--- src/hdl/stable_repeat_consts.vh ---
// Purpose: Constants for the stable-weight repeat-on-change command handler
// Assumes: Weights are signed counts of one display digit of the selected unit
// Notes:   Included by stable_weight_repeat_on_change.v, the checker and the bench
`ifndef STABLE_REPEAT_CONSTS_VH
`define STABLE_REPEAT_CONSTS_VH

// ----------------------------------------------------------------------------
// Command codes on cmd_code
// ----------------------------------------------------------------------------
`define CMD_CANCEL        3'h0
`define CMD_ON_CHANGE_HST 3'h1
`define CMD_ON_CHANGE_SHN 3'h2
`define CMD_OTHER_WEIGHT  3'h3

// ----------------------------------------------------------------------------
// Reply kinds on resp_kind
// ----------------------------------------------------------------------------
`define RESP_NONE   3'h0
`define RESP_STABLE 3'h1
`define RESP_BUSY   3'h2
`define RESP_PARAM  3'h3
`define RESP_OVER   3'h4
`define RESP_UNDER  3'h5

// ----------------------------------------------------------------------------
// Default deflection in digits, indexed by readability code 0..6
// (0.001 mg, 0.01 mg, 0.1 mg, 0.001 g, 0.01 g, 0.1 g, 1 g)
// ----------------------------------------------------------------------------
`define DEFL_READ_0 24'h0003e8
`define DEFL_READ_1 24'h0003e8
`define DEFL_READ_2 24'h0003e8
`define DEFL_READ_3 24'h0003e8
`define DEFL_READ_4 24'h000064
`define DEFL_READ_5 24'h00000a
`define DEFL_READ_6 24'h000005

// ----------------------------------------------------------------------------
// Timing and format
// ----------------------------------------------------------------------------
`define CLK_KHZ          40000
`define STABLE_TMO_MS    1000
`define FIELD_CHARS      10
`define CHAR_SPACE       8'h20
`define CHAR_MINUS       8'h2d
`define CHAR_POINT       8'h2e
`define CHAR_ZERO        8'h30

`endif

--- src/hdl/stable_weight_repeat_on_change.v ---
// Purpose: Streams stable weight replies, repeating after each load deflection
// Assumes: Commands arrive already parsed; preset is in digits of selected unit
// Notes:   Any new command aborts a reply that is still waiting for resp_ready
//
// Operation
// - Host-unit command reports stable weight, then repeats
// - Shown-unit variant reports in displayed unit
// - Streaming continues until stopped
// - Later reports follow deflection and stability
// - Preset triggers on deflection at least preset
// - Preset from one digit to capacity
// - Without preset, deflection follows readability table
// - Never report non-stable weights
// - Busy or stability timeout gives busy reply
// - Invalid argument gives parameter reply
// - Overload and underload replies replace weight
// - Cancel or other weight command ends stream
// - Weight field is ten right-aligned characters
`timescale 1ns/1ps
`include "stable_repeat_consts.vh"

module stable_weight_repeat_on_change #(
    parameter W       = 24,
    parameter TMO_CYC = `STABLE_TMO_MS * `CLK_KHZ
) (
    // Clock and reset
    input  wire                clk,
    input  wire                nrst,
    // Parsed command
    input  wire                cmd_valid,
    input  wire [2:0]          cmd_code,
    input  wire                preset_present,
    input  wire                preset_unit_ok,
    input  wire [W-1:0]        preset_value,
    // Balance state
    input  wire [W-1:0]        capacity,
    input  wire [2:0]          readability,
    input  wire [2:0]          decimals,
    input  wire                busy,
    input  wire                stable,
    input  wire                overload,
    input  wire                underload,
    input  wire signed [W:0]   weight_host,
    input  wire signed [W:0]   weight_shown,
    // Reply
    input  wire                resp_ready,
    output reg                 resp_valid_q,
    output reg  [2:0]          resp_kind_q,
    output reg                 resp_shown_q,
    output reg  [79:0]         resp_field_q,
    output reg                 streaming_q
);

    // ------------------------------------------------------------------------
    // Reset release
    // ------------------------------------------------------------------------
    reg rst_meta_q;
    reg rst_sync_q;
    always @(posedge clk or negedge nrst) begin
        if (!nrst) begin
            rst_meta_q <= 1'b0;
            rst_sync_q <= 1'b0;
        end else begin
            rst_meta_q <= 1'b1;
            rst_sync_q <= rst_meta_q;
        end
    end

    // ------------------------------------------------------------------------
    // State and working registers
    // ------------------------------------------------------------------------
    localparam S_IDLE  = 3'd0;
    localparam S_FIRST = 3'd1;
    localparam S_CONV  = 3'd2;
    localparam S_SEND  = 3'd3;
    localparam S_WATCH = 3'd4;

    reg [2:0]        state_q;
    reg              got_first_q;
    reg              range_rep_q;
    reg [W-1:0]      thr_q;
    reg signed [W:0] ref_q;
    reg [31:0]       tmo_q;
    reg [W-1:0]      bin_q;
    reg [31:0]       bcd_q;
    reg [4:0]        cnt_q;
    reg              neg_q;

    wire signed [W:0]   weight_sel = resp_shown_q ? weight_shown : weight_host;
    wire signed [W+1:0] diff       = {weight_sel[W], weight_sel} - {ref_q[W], ref_q};
    wire [W+1:0]        diff_abs   = diff[W+1] ? (~diff + 1'b1) : diff;
    wire [W:0]          sel_abs    = weight_sel[W] ? (~weight_sel + 1'b1) : weight_sel;

    reg [W-1:0] defl_default;
    always @* begin
        case (readability)
            3'd0:    defl_default = `DEFL_READ_0;
            3'd1:    defl_default = `DEFL_READ_1;
            3'd2:    defl_default = `DEFL_READ_2;
            3'd3:    defl_default = `DEFL_READ_3;
            3'd4:    defl_default = `DEFL_READ_4;
            3'd5:    defl_default = `DEFL_READ_5;
            default: defl_default = `DEFL_READ_6;
        endcase
    end

    // ------------------------------------------------------------------------
    // Binary to BCD step, one bit per cycle
    // ------------------------------------------------------------------------
    reg [31:0] bcd_adj;
    integer    n;
    always @* begin
        bcd_adj = bcd_q;
        for (n = 0; n < 8; n = n + 1) begin
            if (bcd_adj[n*4 +: 4] >= 4'd5) begin
                bcd_adj[n*4 +: 4] = bcd_adj[n*4 +: 4] + 4'd3;
            end
        end
    end

    // ------------------------------------------------------------------------
    // Field build: leading blanks, sign, digits, point
    // ------------------------------------------------------------------------
    reg [79:0] field;
    reg [3:0]  msd;
    reg [3:0]  dig;
    reg        sign_done;
    integer    pos;
    integer    k;
    always @* begin
        field     = {10{`CHAR_SPACE}};
        msd       = 4'd0;
        dig       = 4'd0;
        sign_done = 1'b0;
        k         = 0;
        for (pos = 0; pos < 8; pos = pos + 1) begin
            if (bcd_q[pos*4 +: 4] != 4'd0) begin
                msd = pos[3:0];
            end
        end
        for (pos = 0; pos < `FIELD_CHARS; pos = pos + 1) begin
            if (decimals != 3'd0 && pos == decimals) begin
                field[pos*8 +: 8] = `CHAR_POINT;
            end else if (k < 8 && (k <= msd || k <= decimals)) begin
                dig               = bcd_q[k*4 +: 4];
                field[pos*8 +: 8] = `CHAR_ZERO + {4'h0, dig};
                k                 = k + 1;
            end else if (neg_q && !sign_done) begin
                field[pos*8 +: 8] = `CHAR_MINUS;
                sign_done         = 1'b1;
            end
        end
    end

    // ------------------------------------------------------------------------
    // Command handling and streaming
    // ------------------------------------------------------------------------
    wire is_family = (cmd_code == `CMD_ON_CHANGE_HST) || (cmd_code == `CMD_ON_CHANGE_SHN);
    wire bad_arg   = preset_present &&
                     (!preset_unit_ok || preset_value == {W{1'b0}} || preset_value > capacity);
    wire tmo_hit   = (tmo_q >= TMO_CYC - 1);

    always @(posedge clk or negedge rst_sync_q) begin
        if (!rst_sync_q) begin
            state_q      <= S_IDLE;
            got_first_q  <= 1'b0;
            range_rep_q  <= 1'b0;
            thr_q        <= {W{1'b0}};
            ref_q        <= {(W+1){1'b0}};
            tmo_q        <= 32'h0000_0000;
            bin_q        <= {W{1'b0}};
            bcd_q        <= 32'h0000_0000;
            cnt_q        <= 5'h00;
            neg_q        <= 1'b0;
            resp_valid_q <= 1'b0;
            resp_kind_q  <= `RESP_NONE;
            resp_shown_q <= 1'b0;
            resp_field_q <= 80'h0;
            streaming_q  <= 1'b0;
        end else if (cmd_valid) begin
            resp_valid_q <= 1'b0;
            got_first_q  <= 1'b0;
            range_rep_q  <= 1'b0;
            tmo_q        <= 32'h0000_0000;
            streaming_q  <= 1'b0;
            state_q      <= S_IDLE;
            if (is_family) begin
                resp_shown_q <= (cmd_code == `CMD_ON_CHANGE_SHN);
                if (busy) begin
                    resp_kind_q  <= `RESP_BUSY;
                    resp_field_q <= 80'h0;
                    resp_valid_q <= 1'b1;
                    state_q      <= S_SEND;
                end else if (bad_arg) begin
                    resp_kind_q  <= `RESP_PARAM;
                    resp_field_q <= 80'h0;
                    resp_valid_q <= 1'b1;
                    state_q      <= S_SEND;
                end else begin
                    thr_q       <= preset_present ? preset_value : defl_default;
                    streaming_q <= 1'b1;
                    state_q     <= S_FIRST;
                end
            end
        end else begin
            case (state_q)
                S_IDLE: begin
                    streaming_q <= 1'b0;
                end
                S_FIRST, S_WATCH: begin
                    if (state_q == S_FIRST) begin
                        tmo_q <= tmo_q + 32'h1;
                    end
                    if (!overload && !underload) begin
                        range_rep_q <= 1'b0;
                    end
                    if ((overload || underload) && !range_rep_q) begin
                        range_rep_q  <= 1'b1;
                        resp_kind_q  <= overload ? `RESP_OVER : `RESP_UNDER;
                        resp_field_q <= 80'h0;
                        resp_valid_q <= 1'b1;
                        state_q      <= S_SEND;
                    end else if (overload || underload) begin
                        state_q <= state_q;
                    end else if (stable && (state_q == S_FIRST || diff_abs >= {2'b00, thr_q})) begin
                        ref_q   <= weight_sel;
                        neg_q   <= weight_sel[W];
                        bin_q   <= sel_abs[W-1:0];
                        bcd_q   <= 32'h0000_0000;
                        cnt_q   <= 5'h00;
                        state_q <= S_CONV;
                    end else if (state_q == S_FIRST && tmo_hit) begin
                        resp_kind_q  <= `RESP_BUSY;
                        resp_field_q <= 80'h0;
                        resp_valid_q <= 1'b1;
                        streaming_q  <= 1'b0;
                        state_q      <= S_SEND;
                    end
                end
                S_CONV: begin
                    bcd_q <= {bcd_adj[30:0], bin_q[W-1]};
                    bin_q <= {bin_q[W-2:0], 1'b0};
                    cnt_q <= cnt_q + 5'h01;
                    if (cnt_q == W - 1) begin
                        state_q <= S_SEND;
                    end
                end
                S_SEND: begin
                    if (!resp_valid_q) begin
                        resp_kind_q  <= `RESP_STABLE;
                        resp_field_q <= field;
                        resp_valid_q <= 1'b1;
                        got_first_q  <= 1'b1;
                    end else if (resp_ready) begin
                        resp_valid_q <= 1'b0;
                        if (!streaming_q) begin
                            state_q <= S_IDLE;
                        end else if (got_first_q) begin
                            state_q <= S_WATCH;
                        end else begin
                            state_q <= S_FIRST;
                        end
                    end
                end
                default: begin
                    state_q <= S_IDLE;
                end
            endcase
        end
    end

endmodule

--- config.mk ---
export PLATFORM = sky130hd
export DESIGN_NAME = stable_weight_repeat_on_change
export DESIGN_NICKNAME = d
export VERILOG_FILES = /design/src/hdl/stable_weight_repeat_on_change.v
export VERILOG_INCLUDE_DIRS = /design/src /design/src/hdl
export SDC_FILE = /design/constraint.sdc
export NUM_CORES = 1
export LEC_CHECK = 0
export ABC_CLOCK_PERIOD_IN_PS = 10250
export BUFFER_PORTS_ARGS = -buffer_cell sky130_fd_sc_hd__buf_2
export CAP_MARGIN = 40
export CORE_MARGIN = 8
export CORE_UTILIZATION = 54
export CTS_CLUSTER_DIAMETER = 50
export DETAILED_ROUTE_END_ITERATION = 7
export PLACE_DENSITY = 0.85
export SLEW_MARGIN = 40
export SYNTH_ARGS = -nofsm -noshare
export SYNTH_HDL_FRONTEND = slang
export SYNTH_SLANG_ARGS = --single-unit
export TNS_END_PERCENT = 50
--- constraint.sdc ---
create_clock -name clk -period 10.25 [get_ports clk]
set_input_delay 1.5375 -clock clk [delete_from_list [all_inputs] [get_ports clk]]
set_output_delay 1.5375 -clock clk [all_outputs]
set_load 0.01 [all_outputs]
Word level (Yosys, flattened, before mapping)
Index checks and enable logic that the tools add are counted.
{"block": "word_totals", "register_bits": 236, "in_bits": 117, "output_inout_bits": 86, "wordCells": 390}
{"block": "classes", "addsub": 31, "magnitude_cmp": 38, "eq_ne": 38, "shift": 9, "n_mux": 162, "n_bitwise": 7, "reduce_logical": 88}
{"op": "2-to-1 mux 80 bit", "count": 9}
{"op": "2-to-1 mux 32 bit", "count": 21}
{"op": "<= comparator 32 x 3 -> 1 bit", "count": 9}
{"op": "<= comparator 32 x 4 -> 1 bit", "count": 9}
{"op": "< comparator 32 x 5 -> 1 bit, second input constant", "count": 9}
{"op": "adder 32 x 2 -> 32 bit, second input constant", "count": 8}
{"op": "variable part select 32 x 32 -> 4 bit", "count": 8}
{"op": "one-hot mux 80 bit (2 select lines)", "count": 1}
{"op": "2-to-1 mux 24 bit", "count": 5}
{"op": "2-to-1 mux 7 bit", "count": 17}
{"op": "2-to-1 mux 4 bit", "count": 22}
{"op": "adder 6 x 4 -> 7 bit, first input constant", "count": 10}
{"op": "one-hot mux 32 bit (2 select lines)", "count": 1}
{"op": "2-to-1 mux 3 bit", "count": 21}
{"op": "2-to-1 mux 1 bit", "count": 51}
{"op": "one-hot mux 24 bit (2 select lines)", "count": 1}
{"op": "adder 32 x 1 -> 32 bit, second input constant", "count": 1}
{"op": "greater-or-equal comparator 32 x 26 -> 1 bit, second input constant", "count": 1}
{"op": "greater-or-equal comparator 4 x 3 -> 1 bit, second input constant", "count": 8}
{"op": "variable part select 32 x 4 -> 4 bit", "count": 1}
{"op": "logical AND 1 bit", "count": 30}
{"op": "one-hot mux 10 bit (3 select lines)", "count": 1}
{"op": "adder 4 x 2 -> 4 bit, second input constant", "count": 7}
{"op": "nonzero test 4 bit", "count": 7}
{"op": "other kinds (44)", "count": 115}

Longest topological paths before layout
Gate-level depths: netlist (run 1).
{"block": "logic_depth", "ltp_word": 54, "mapped_depth": 84, "depth_no_buf": 77}

Worst setup path before layout (run 1)
OpenSTA, ideal clock, no wires.
{"block": "synth_path", "path_kind": "input port to flip-flop", "startpoint": "in decimals[2]", "endpoint": "reg resp_field_q[75]", "setup_time_ps": 126, "arrival_ps": 16626, "t_required_ps": 10124, "setup_slack_ps": -6501, "cell_stages": 75, "n_path_buf": 6, "cell_sequence": "buf_2 nor3_1 nand3_2 or4_1 nand2b_1 inv_1 ha_1 nor2b_1 o2111ai_2 or4_1 buf_2 o21a_1 buf_6 ha_1 o21ai_0 o2111ai_2 nand2_1 nand3_1 (+39 left out) ha_1 nor2b_1 o21a_1 o22ai_1 a31oi_1 o31ai_1 a31oi_1 o32ai_4 nand2_2 inv_2 ha_1 nor2b_1 o21a_1 o21ai_0 o311ai_4 or2_1 nor3_1 o31ai_1"}
{"block": "synth_via", "elab_chain_cells": 49}
{"element": "start: declaration", "line": "stable_weight_repeat_on_change.v:38", "text": "input wire [2:0] decimals,"}
{"element": "parallel branches: the longest is 45 deep, another holds <= comparator 32 x 4 -> 1 bit"}
{"element": "2-to-1 mux 7 bit *", "line": "stable_weight_repeat_on_change.v:144", "text": "end else if (k < 8 && (k <= msd || k <= decimals)) begin"}
{"element": "2-to-1 mux 80 bit *", "line": "stable_weight_repeat_on_change.v:249", "text": "if (!resp_valid_q) begin"}
{"element": "one-hot mux 80 bit (2 select lines) *", "line": "stable_weight_repeat_on_change.v:206", "text": "case (state_q)"}
{"element": "2-to-1 mux 80 bit *", "line": "stable_weight_repeat_on_change.v:180", "text": "end else if (cmd_valid) begin"}
{"element": "end signal: assignment", "line": "stable_weight_repeat_on_change.v:251", "text": "resp_field_q <= field;"}
{"element": "end: declaration", "line": "stable_weight_repeat_on_change.v:50", "text": "output reg [79:0] resp_field_q,"}
Mark *: on every way between the ends. The select of a mux whose other input is x is not followed.
A chain may end at the register's enable or synchronous reset.

Worst setup path in the final report (run 1)
{"block": "layout_path", "startpoint": "in decimals[0]", "endpoint": "reg resp_field_q[72]"}
Same word-level chain as after synthesis.

==> results.toml, run 1 <==
[run_status]
status = "finished with violations"
violations = "negative setup slack"

[timing]
fin_crit_ns = 14.07
finalHoldViolCount = 0
slew_headroom_pct = 46.3
finalWorstSetupSlack_ns = -3.82
holdWs_ns = 0.355
tightest_slew_ns = 0.803
fin_skew_ns = 0.0200
fmax_mhz = 71.1
slew_violations = 0
setup_viol = 15
rsz0062_at_grt = "true"
finalCritPeriodShare_pct = 137

[grt]
grt_use_total_pct = 28.6
grt_pass1_wl_um = 91900
antenna_found_initial = 0
grt_pass1_vias = 18100
grt_max_degree = 85
overflow = 0

[floorplanning]
io_pins = 203
rows = 66
fp.dieH_um = 197
core_area_sq_mm = 0.0325
start_util_pct = 54.7
die_area_sq_mm = 0.0389
die_x_um = 197

[route]
drc = 0
wl_per_cell_um = 19.5
vias_per_cell = 6.09
totalWireLength_um = 57800
final_antenna_net_count = 0
num_vias = 18100
wl_met2_um = 27800
met1_length_um = 22700
dr.pass1.iters = 6
route.met3.wl_um = 4730
routed.top_layer = "met4"
drt_iter0_drc = 1622

[clocking]
clkTransAtPathRegs_ns = 0.06
root_buffer = "clkbuf_16"
cts_sinks = 205
htreeDepth = 1
cts_tree = "built"
cts_made_buffers = 28
clk_latency_ns = 0.56
ctsHoldBuffers = 0
clockBufferDepth = 3

[job]
cap_violations = 0

[yosys]
ys_seq_area_share_pct = 28.9
synth_edf_count = 0
netlist.area_leader.share_pct = 28.9
synth_flop_cell = "dfrtp_1"
async_flop_share_pct = 100
syn-cell-area_sq_mm = 0.0178
synth_largest_area_cell = "dfrtp_1"
avgSynthCellArea_sq_um = 8.28
ys_ff_latch = 205
postSynthCellCount = 2145
synthDistinctLibCells = 101
synth_area_leaders = "dfrtp_1 29%, ha_1 10%, o21ai_0 5.0%"
yosys_warnings = 0

[cells_and_area]
fin_cells = 2967
final_nets = 2764
syn_to_final_growth_pct = 27.0
layout-drive-gt1-share_pct = 27.2
antennaDiodeCount = 0
nFillCells = 2417

[place]
dp.cells = 2867
dpl.hpwl_um = 42600
gp_congestion = 0.949
io_buffers = 182

[setup_path]
worstPathArrival_ns = 14.53
cpPeakStageDelay_ns = 0.56
path_class = "in -> reg"
crit_fanout = 6
end_kind = "flip-flop"
crit_slowest_cell = "or4_4"
r2r_cells = 78
cp-start-kind = "input pin"
path_common_cell = "buf_4"
required_ns = 10.71

[hold_path]
hp-class = "reg -> async"
==> flip-flops by register name, summed over array words and instances, names as in the netlist <==
name / count
resp_field_q: 50
bcd_q: 32
tmo_q: 32
bin_q: 24
ref_q: 24
thr_q: 24
cnt_q: 5
resp_kind_q: 3
state_q: 3
got_first_q: 1
neg_q: 1
range_rep_q: 1
resp_shown_q: 1
resp_valid_q: 1
rst_meta_q: 1
rst_sync_q: 1
streaming_q: 1
==> area by class of cell <==
cell class | instances | area (sq um) | share of cell area (%)
clock buffer | 35 | 778 | 3.45
timing repair buffer | 444 | 2950 | 13.1
sequential | 205 | 5130 | 22.8
multi-input combinational | 1662 | 12300 | 54.6
inverter | 162 | 632 | 2.80
tap | 442 | 553 | 2.45
clock inverter | 17 | 190 | 0.843
==> logic make-up (layout without fill, tap and decap cells) <==
group	Yosys count	count (layout)	share of synthesized area (%)
AND/OR/NAND/NOR	679	679	18.4
other	2	23	0.0423
buffers and inverters	299	658	7.15
XOR/XNOR	104	104	5.58
adder cells (fa/ha/maj)	144	144	10.2
flip-flops	205	205	28.9
AO/OA/AOI/OAI	612	612	22.2
multiplexers	100	100	7.55
==> layout by cell type (no fill, tap or decap), types with 21 or more instances in the layout <==
cell type and count:
nand4_1 25, nor2b_1 22, nor2_1 162, buf_4 253, xnor2_1 67, nand2b_1 21, inv_1 147, nand3_1 66
a21o_1 36, xor2_1 30, clkbuf_16 29, nand2_1 206, dfrtp_1 204, ha_1 116, mux2i_1 60, o21ai_0 169
a21oi_1 159, o31ai_1 33, ha_4 25, buf_2 180, a22o_1 21, nor3_1 40, conb_1 23
==> routing by layer <==
| layer | vias up | global-route usage (%) |
|---|---|---|
| met1 | 8618 | 34.6 |
| met3 | 232 | 5.42 |
| li1 | 8358 | - |
| met5 | - | 0 |
| met4 | 0 | 12.2 |
| met2 | 865 | 49.3 |
==> worst paths after layout <==
check,start,endpoint,slack (ns)
worst max-delay path,decimals[0],resp_field_q[72]$_DFFE_PN0P_,-3.82
max in group asynchronous,rst_sync_q$_DFF_PN0_,resp_field_q[33]$_DFFE_PN0P_,8.01
worst min register to register,rst_sync_q$_DFF_PN0_,bin_q[10]$_DFFE_PN0P_,0.35
worst max register to register,bcd_q[20]$_DFFE_PN0P_,resp_field_q[72]$_DFFE_PN0P_,-3.57
worst min-delay path,rst_sync_q$_DFF_PN0_,bin_q[10]$_DFFE_PN0P_,0.35
min in group clk,rst_meta_q$_DFF_PN0_,rst_sync_q$_DFF_PN0_,0.36
==> cells in the mapped netlist (all sizes together), types with 14 or more instances <==
master,instances
mux2i,63
o21ai,181
o31ai,36
buf,50
nand2,216
xor2,31
a22o,21
nand3,69
a21oi,168
xnor2,71
a211oi,17
inv,159
clkbuf,87
nor3,47
a21o,36
nor4,17
nor2b,28
or3,15
dfrtp,205
mux2,14
ha,143
nand4,25
and3,17
o21a,21
nor2,170
a31oi,21
o211ai,18
and2,15
nand2b,22
mux4,23
==> worst max-delay path, delay by kind of cell <==
kind                       cells  cell delay (ns)
adders and majority gates      8             1.89
buffers and inverters         15             1.69
and+or+nand+nor               21             3.69
xor gates and xnor gates       2             0.30
muxes                          2             0.38
AOI/OAI and AO/OA             29             5.01
==> metrics by stage <==
step	instance area (sq um)	TNS (ns)	util, %	worst slack, ns
6_report	22600	-37.36	69.5	-3.82
5_1_grt	22600	-43.69	69.5	-4.31
4_1_cts	22200	-31.63	68.5	-3.46
3_5_place_dp	20800	-45.26	64.1	-4.42
3_3_place_gp	20800	-38.07	64.0	-3.83
2_1_floorplan	18400	-47.75	-	-4.69
==> repair_timing <==
item / CTS / global route
gates cloned: 0 / 0
endpoints found under the setup margin: 15 / 15
setup buffers: 29 / 20
resized for setup: 46 / 33
endpoints found under the hold margin: 0 / 0
pin swaps: 50 / 48
Power of run 1 is not shown: default switching activity piles up to over one toggle a cycle in this logic, so the estimate is an artifact.
==> inputs of run 2 (changes only) <==
Settings changed: CELL_PAD_IN_SITES_DETAIL_PLACEMENT set to 1, CELL_PAD_IN_SITES_GLOBAL_PLACEMENT set to 1, CORE_UTILIZATION 54 to 49, PLACE_DENSITY 0.85 to 0.94.
==> results.toml, run 2 <==
[floorplanning]
io_pins = 203
die_x_um = 206
rows = 69
start_util_pct = 49.8
fp.dieH_um = 206

[yosys]
ys_ff_latch = 205
async_flop_share_pct = 100
synth-simple-area-share_pct = 18.4
synth_flop_cell = "dfrtp_1"
synth_area_leaders = "dfrtp_1 29%, ha_1 10%, o21ai_0 5.0%"
synth_largest_area_cell = "dfrtp_1"
yosys.area_share.adder_pct = 10.2
ys_seq_area_share_pct = 28.9
muxShareOfSynthArea_pct = 7.55
synthDistinctLibCells = 101
synthTopCellsByCount = "215 x nand2_1, 205 x dfrtp_1, 178 x o21ai_0"
postSynthCellCount = 2145
syn-cell-area_sq_mm = 0.0178
synth-compound-area-share_pct = 22.2
avgSynthCellArea_sq_um = 8.28
netlist.area_leader.share_pct = 28.9
synth.most_common_cell = "nand2_1"
yosys_warnings = 0
synth_xor_area_share_pct = 5.58
synth_edf_count = 0
synth_top_family_by_area = "compound AO/OA/AOI/OAI gates"

[clocking]
ctsHoldBuffers = 0
cts_made_buffers = 29
root_buffer = "clkbuf_16"
clockBufferDepth = 3
htreeDepth = 1
cts_sinks = 205

[run_status]
status = "aborted with a tool error"
lastStage = "global routing (5_1_grt)"
stop_error = "[ERROR GRT-0232] Routing congestion too high. Check the congestion heatmap in the GUI."

[timing]
endpoint_type = "sequential cell input"
crit_endpoint = "resp_field_q[72]$_DFFE_PN0P_/D"

[place]
gp_congestion = 0.983
dpl.hpwl_um = 56600
dpl_cell_area_sq_mm = 0.0208
io_buffers = 182

[grt]
grt_max_degree = 86
overflow = 301
grt_use_total_pct = 80.0
[run 2: per-stage QoR]
stage               cells  hold WS (ns)  TNS, ns  worst slack (ns)
floorplan            2166         0.331   -47.75             -4.69
CTS                  2987         0.339   -36.41             -3.86
detailed placement   2881         0.336   -51.65             -4.93
global placement     2880         0.335   -36.09             -3.72
[run 2: repair_timing]
item / 4_1_cts
setup endpoints to repair: 15
resized for setup: 94
buffers inserted: 54
pin swaps: 63
[run 2: logic make-up after synthesis]
family	Yosys count
AO/OA/AOI/OAI	612
XOR/XNOR	104
adder cells (fa/ha/maj)	144
buffers and inverters	299
flip-flops	205
multiplexers	100
other	2
AND/OR/NAND/NOR	679
[run 2: per-layer routing]
| metal | GRT usage (%) | overflow |
|---|---|---|
| met5 | 54.0 | 5 |
| met3 | 74.1 | 24 |
| met4 | 80.7 | 129 |
| met1 | 77.8 | 12 |
| met2 | 89.5 | 131 |
==> inputs of run 3 (changes only) <==
Settings changed: CELL_PAD_IN_SITES_DETAIL_PLACEMENT 1 to unset, CELL_PAD_IN_SITES_GLOBAL_PLACEMENT 1 to unset, CORE_UTILIZATION 49 to 39, CTS_CLUSTER_DIAMETER 50 to unset, PLACE_DENSITY 0.94 to unset, PLACE_DENSITY_LB_ADDON set to 0.15.
==> results.toml, run 3 (same netlist as run 1, synthesis figures left out) <==
[grt]
grt_pass1_vias = 17100
grt_use_total_pct = 21.4
grt_pass1_wl_um = 93200
grt_max_degree = 97
overflow = 0
antenna_found_initial = 2

[clocking]
clk_latency_ns = 0.57
clkTransAtPathRegs_ns = 0.06
cts_made_buffers = 27
cts_tree = "built"
root_buffer = "clkbuf_16"
clockBufferDepth = 3
htreeDepth = 1
cts_sinks = 205

[timing]
fmax_mhz = 73.7
slew_violations = 0
slew_headroom_pct = 43.4
fin_skew_ns = 0.0256
finalWorstSetupSlack_ns = -3.32
finalHoldViolCount = 0
finalCritPeriodShare_pct = 132
fin_crit_ns = 13.57
finalSetupTns_ns = -29.16
tightest_slew_ns = 0.839
rsz0062_at_grt = "true"
setup_viol = 15

[cells_and_area]
layout-drive-gt1-share_pct = 27.0
layout_common_cells = "260 x buf_4, 209 x nand2_1, 204 x dfrtp_1"
syn_to_final_growth_pct = 28.2
regMostFlops = "resp_field_q"
layout_commonest_cell = "buf_4"
final_nets = 2769
reg_top3 = "resp_field_q: 50 flops, bcd_q: 32 flops, tmo_q: 32 flops"
largest_register_ffs = 50

[route]
final_antenna_net_count = 0
vias_per_cell = 5.45
drc = 0
num_vias = 17100
wl_per_cell_um = 18.6
dr.pass1.iters = 6
drt_iter0_drc = 1264
totalWireLength_um = 58300

[setup_path]
r2r_cells = 73
worstPathArrival_ns = 14.04
path_common_cell = "ha_4"
required_ns = 10.72
cpPeakStageDelay_ns = 0.54
end_kind = "flip-flop"
crit_slowest_cell = "or4_4"
path_class = "in -> reg"
crit_fanout = 5
cp-start-kind = "input pin"

[floorplanning]
core_area_sq_mm = 0.0452
die_x_um = 229
fp.dieH_um = 229
rows = 78
start_util_pct = 39.3
die_area_sq_mm = 0.0526
io_pins = 203

[run_status]
status = "finished with violations"
violations = "negative setup slack"

[place]
io_buffers = 182
dpl.hpwl_um = 44500
gp_congestion = 0.930

[hold_path]
hp-class = "reg -> async"

[job]
cap_violations = 0
-- run 3: critical path, delay by kind of cell --
kind	cells	cell delay (ns)
simple gates	25	4.50
compound gates	25	4.03
fa+ha+maj	8	1.97
buf+inv	9	0.86
mux	3	0.70
xor+xnor	2	0.42
-- run 3: worst paths after layout --
path / startpoint / slack, ns / end
min in group clk: rst_meta_q$_DFF_PN0_ / 0.35 / rst_sync_q$_DFF_PN0_
worst max register to register: bcd_q[20]$_DFFE_PN0P_ / -3.19 / resp_field_q[72]$_DFFE_PN0P_
worst min-delay path: rst_sync_q$_DFF_PN0_ / 0.34 / bin_q[15]$_DFFE_PN0P_
worst max-delay path: decimals[0] / -3.32 / resp_field_q[72]$_DFFE_PN0P_
worst min register to register: rst_sync_q$_DFF_PN0_ / 0.34 / bin_q[15]$_DFFE_PN0P_
max in group asynchronous: rst_sync_q$_DFF_PN0_ / 8.51 / resp_field_q[33]$_DFFE_PN0P_
-- run 3: repair_timing --
| action | 4_1_cts | 5_1_grt |
|---|---|---|
| pin swaps | 56 | 55 |
| cloned | 0 | 0 |
| resized for setup | 27 | 43 |
| buffers inserted | 27 | 21 |
| hold buffers | 0 | 0 |
| endpoints found under the setup margin | 15 | 15 |
-- run 3: final cells by class --
| class | count | area, sq um |
|---|---|---|
| antenna | 2 | 5.00 |
| clock buffer | 31 | 711 |
| clock inverter | 19 | 221 |
| fill | 4304 | 22400 |
| inverter | 162 | 636 |
| multi-input combinational | 1662 | 12300 |
| sequential | 205 | 5130 |
| tap | 600 | 751 |
| timing repair buffer | 450 | 3030 |
-- run 3: metrics by stage --
step	hold WS (ns)	area (sq um)	util [%]	std cells	setup slack (ns)
2_1_floorplan	0.331	18400	-	2166	-4.69
3_3_place_gp	0.339	21000	46.6	3030	-3.88
3_5_place_dp	0.336	21100	46.7	3032	-4.35
4_1_cts	0.350	22400	49.5	3109	-3.43
5_1_grt	0.365	22800	50.4	3131	-3.88
6_report	0.343	22800	50.4	3131	-3.32
-- run 3: routing by layer --
| layer | up-vias | wire length [um] | GRT usage (%) | share of wire (%) |
|---|---|---|---|---|
| met3 | 86 | 2810 | 2.92 | 4.8 |
| met4 | 0 | 1660 | 6.34 | 2.8 |
| li1 | 8370 | - | - | - |
| met2 | 464 | 27300 | 36.0 | 47 |
| met1 | 8141 | 26500 | 28.4 | 45 |
| met5 | - | 0 | 0 | 0 |
Power of run 3 is left out for the same reason.
==> inputs of run 4 (changes only) <==
Settings changed: REMOVE_ABC_BUFFERS set to 1.
==> results.toml, run 4 (same netlist as run 1, synthesis figures left out) <==
[cells_and_area]
reg_top3 = "resp_field_q: 50 flops, bcd_q: 32 flops, tmo_q: 32 flops"
largest_register_ffs = 50
seq_area_sq_mm = 0.00513
antennaDiodeCount = 0
regMostFlops = "resp_field_q"
final_nets = 2744
layout_common_cells = "239 x buf_4, 208 x nand2_1, 204 x dfrtp_1"
layout-drive-gt1-share_pct = 25.7
multiInputGateArea_sq_mm = 0.0121
nFillCells = 4372
layout_commonest_cell = "buf_4"
syn_to_final_growth_pct = 25.2

[floorplanning]
start_util_pct = 39.3
fp.dieH_um = 229
die_area_sq_mm = 0.0526
io_pins = 203
die_x_um = 229
rows = 78
core_area_sq_mm = 0.0452

[timing]
slew_violations = 0
fin_skew_ns = 0.0229
finalHoldViolCount = 0
fin_crit_ns = 13.72
finalCritPeriodShare_pct = 134
rsz0062_at_grt = "true"
tightest_slew_ns = 0.835
finalWorstSetupSlack_ns = -3.47
fmax_mhz = 72.9
slew_headroom_pct = 44.1
finalSetupTns_ns = -32.16
setup_viol = 15

[clocking]
clkTransAtPathRegs_ns = 0.06
clockBufferDepth = 3
cts_tree = "built"
cts_made_buffers = 26
htreeDepth = 1
cts_sinks = 205
root_buffer = "clkbuf_16"
clk_latency_ns = 0.56

[run_status]
status = "finished with violations"
violations = "negative setup slack"

[setup_path]
crit_slowest_cell = "or4_4"
path_class = "in -> reg"
cpPeakStageDelay_ns = 0.52
end_kind = "flip-flop"
r2r-end = "resp_field_q[74]$_DFFE_PN0P_"
path_delay_family = "compound AO/OA/AOI/OAI gates"
cp.buffers_inverters = 12
required_ns = 10.72
regToRegSetupSlack_ns = -3.10
r2r_cells = 76
worstPathArrival_ns = 14.19
worstReg2RegStart = "bcd_q[24]$_DFFE_PN0P_"
crit_fanout = 6
path_common_cell = "ha_4"
cp-start-kind = "input pin"

[route]
totalWireLength_um = 56300
drc = 0
num_vias = 16900
vias_per_cell = 5.47
dr.pass1.iters = 5
final_antenna_net_count = 0
wl_per_cell_um = 18.2
drt_iter0_drc = 1020

[grt]
grt_pass1_wl_um = 90000
grt_pass1_vias = 17000
antenna_found_initial = 0
grt_use_total_pct = 20.6
grt_max_degree = 149
overflow = 0

[hold_path]
hp-class = "reg -> async"

[job]
cap_violations = 0

[place]
dpl.hpwl_um = 42300
io_buffers = 182
gp_congestion = 0.917
[run 4: cell type report]
class	count	area share [%]
Clock inverter	11	0.394
Clock buffer	33	3.28
Inverter	162	2.81
Sequential cell	205	23.1
Multi-Input combinational cell	1662	54.4
Tap cell	600	3.38
Timing Repair Buffer	426	12.7
[run 4: what timing repair did]
| action | 4_1_cts | 5_1_grt |
|---|---|---|
| hold buffers | 0 | 0 |
| endpoints found under the hold margin | 0 | 0 |
| cloned | 0 | 0 |
| resized for setup | 24 | 101 |
| endpoints found under the setup margin | 15 | 18 |
| buffers inserted | 5 | 21 |
| pin swaps | 12 | 63 |
[run 4: metal layers]
metal	up-vias	share of wire, %	GRT usage, %
met3	116	5.0	2.92
met4	0	3.1	6.71
met5	-	0	0
met2	408	48	35.6
li1	8314	-	-
met1	8102	44	26.2
[run 4: worst max-delay path by stage]
stage	startpoint	end	slack [ns]	cells past startpoint
2_1_floorplan	decimals[1]	resp_field_q[75]$_DFFE_PN0P_	-6.97	67
3_3_place_gp	decimals[1]	resp_field_q[74]$_DFFE_PN0P_	-4.43	75
3_5_place_dp	decimals[1]	resp_field_q[74]$_DFFE_PN0P_	-4.89	74
4_1_cts	decimals[1]	resp_field_q[74]$_DFFE_PN0P_	-3.72	76
5_1_grt	decimals[2]	resp_field_q[73]$_DFFE_PN0P_	-4.03	77
6_report	decimals[2]	resp_field_q[74]$_DFFE_PN0P_	-3.47	75
[run 4: metrics by stage]
step                      hold slack, ns  setup slack (ns)  cells  utilization, %  cell area, sq um
final                              0.253             -3.47   3099            49.2             22200
after global routing               0.294             -4.03   3099            49.2             22200
after CTS                          0.350             -3.72   3079            47.5             21500
after detailed placement           0.338             -4.89   3030            45.4             20500
after global placement             0.335             -4.43   3030            45.4             20500
after floorplan                    0.331             -6.97   2029               -             17200
Power of run 4 is left out for the same reason.
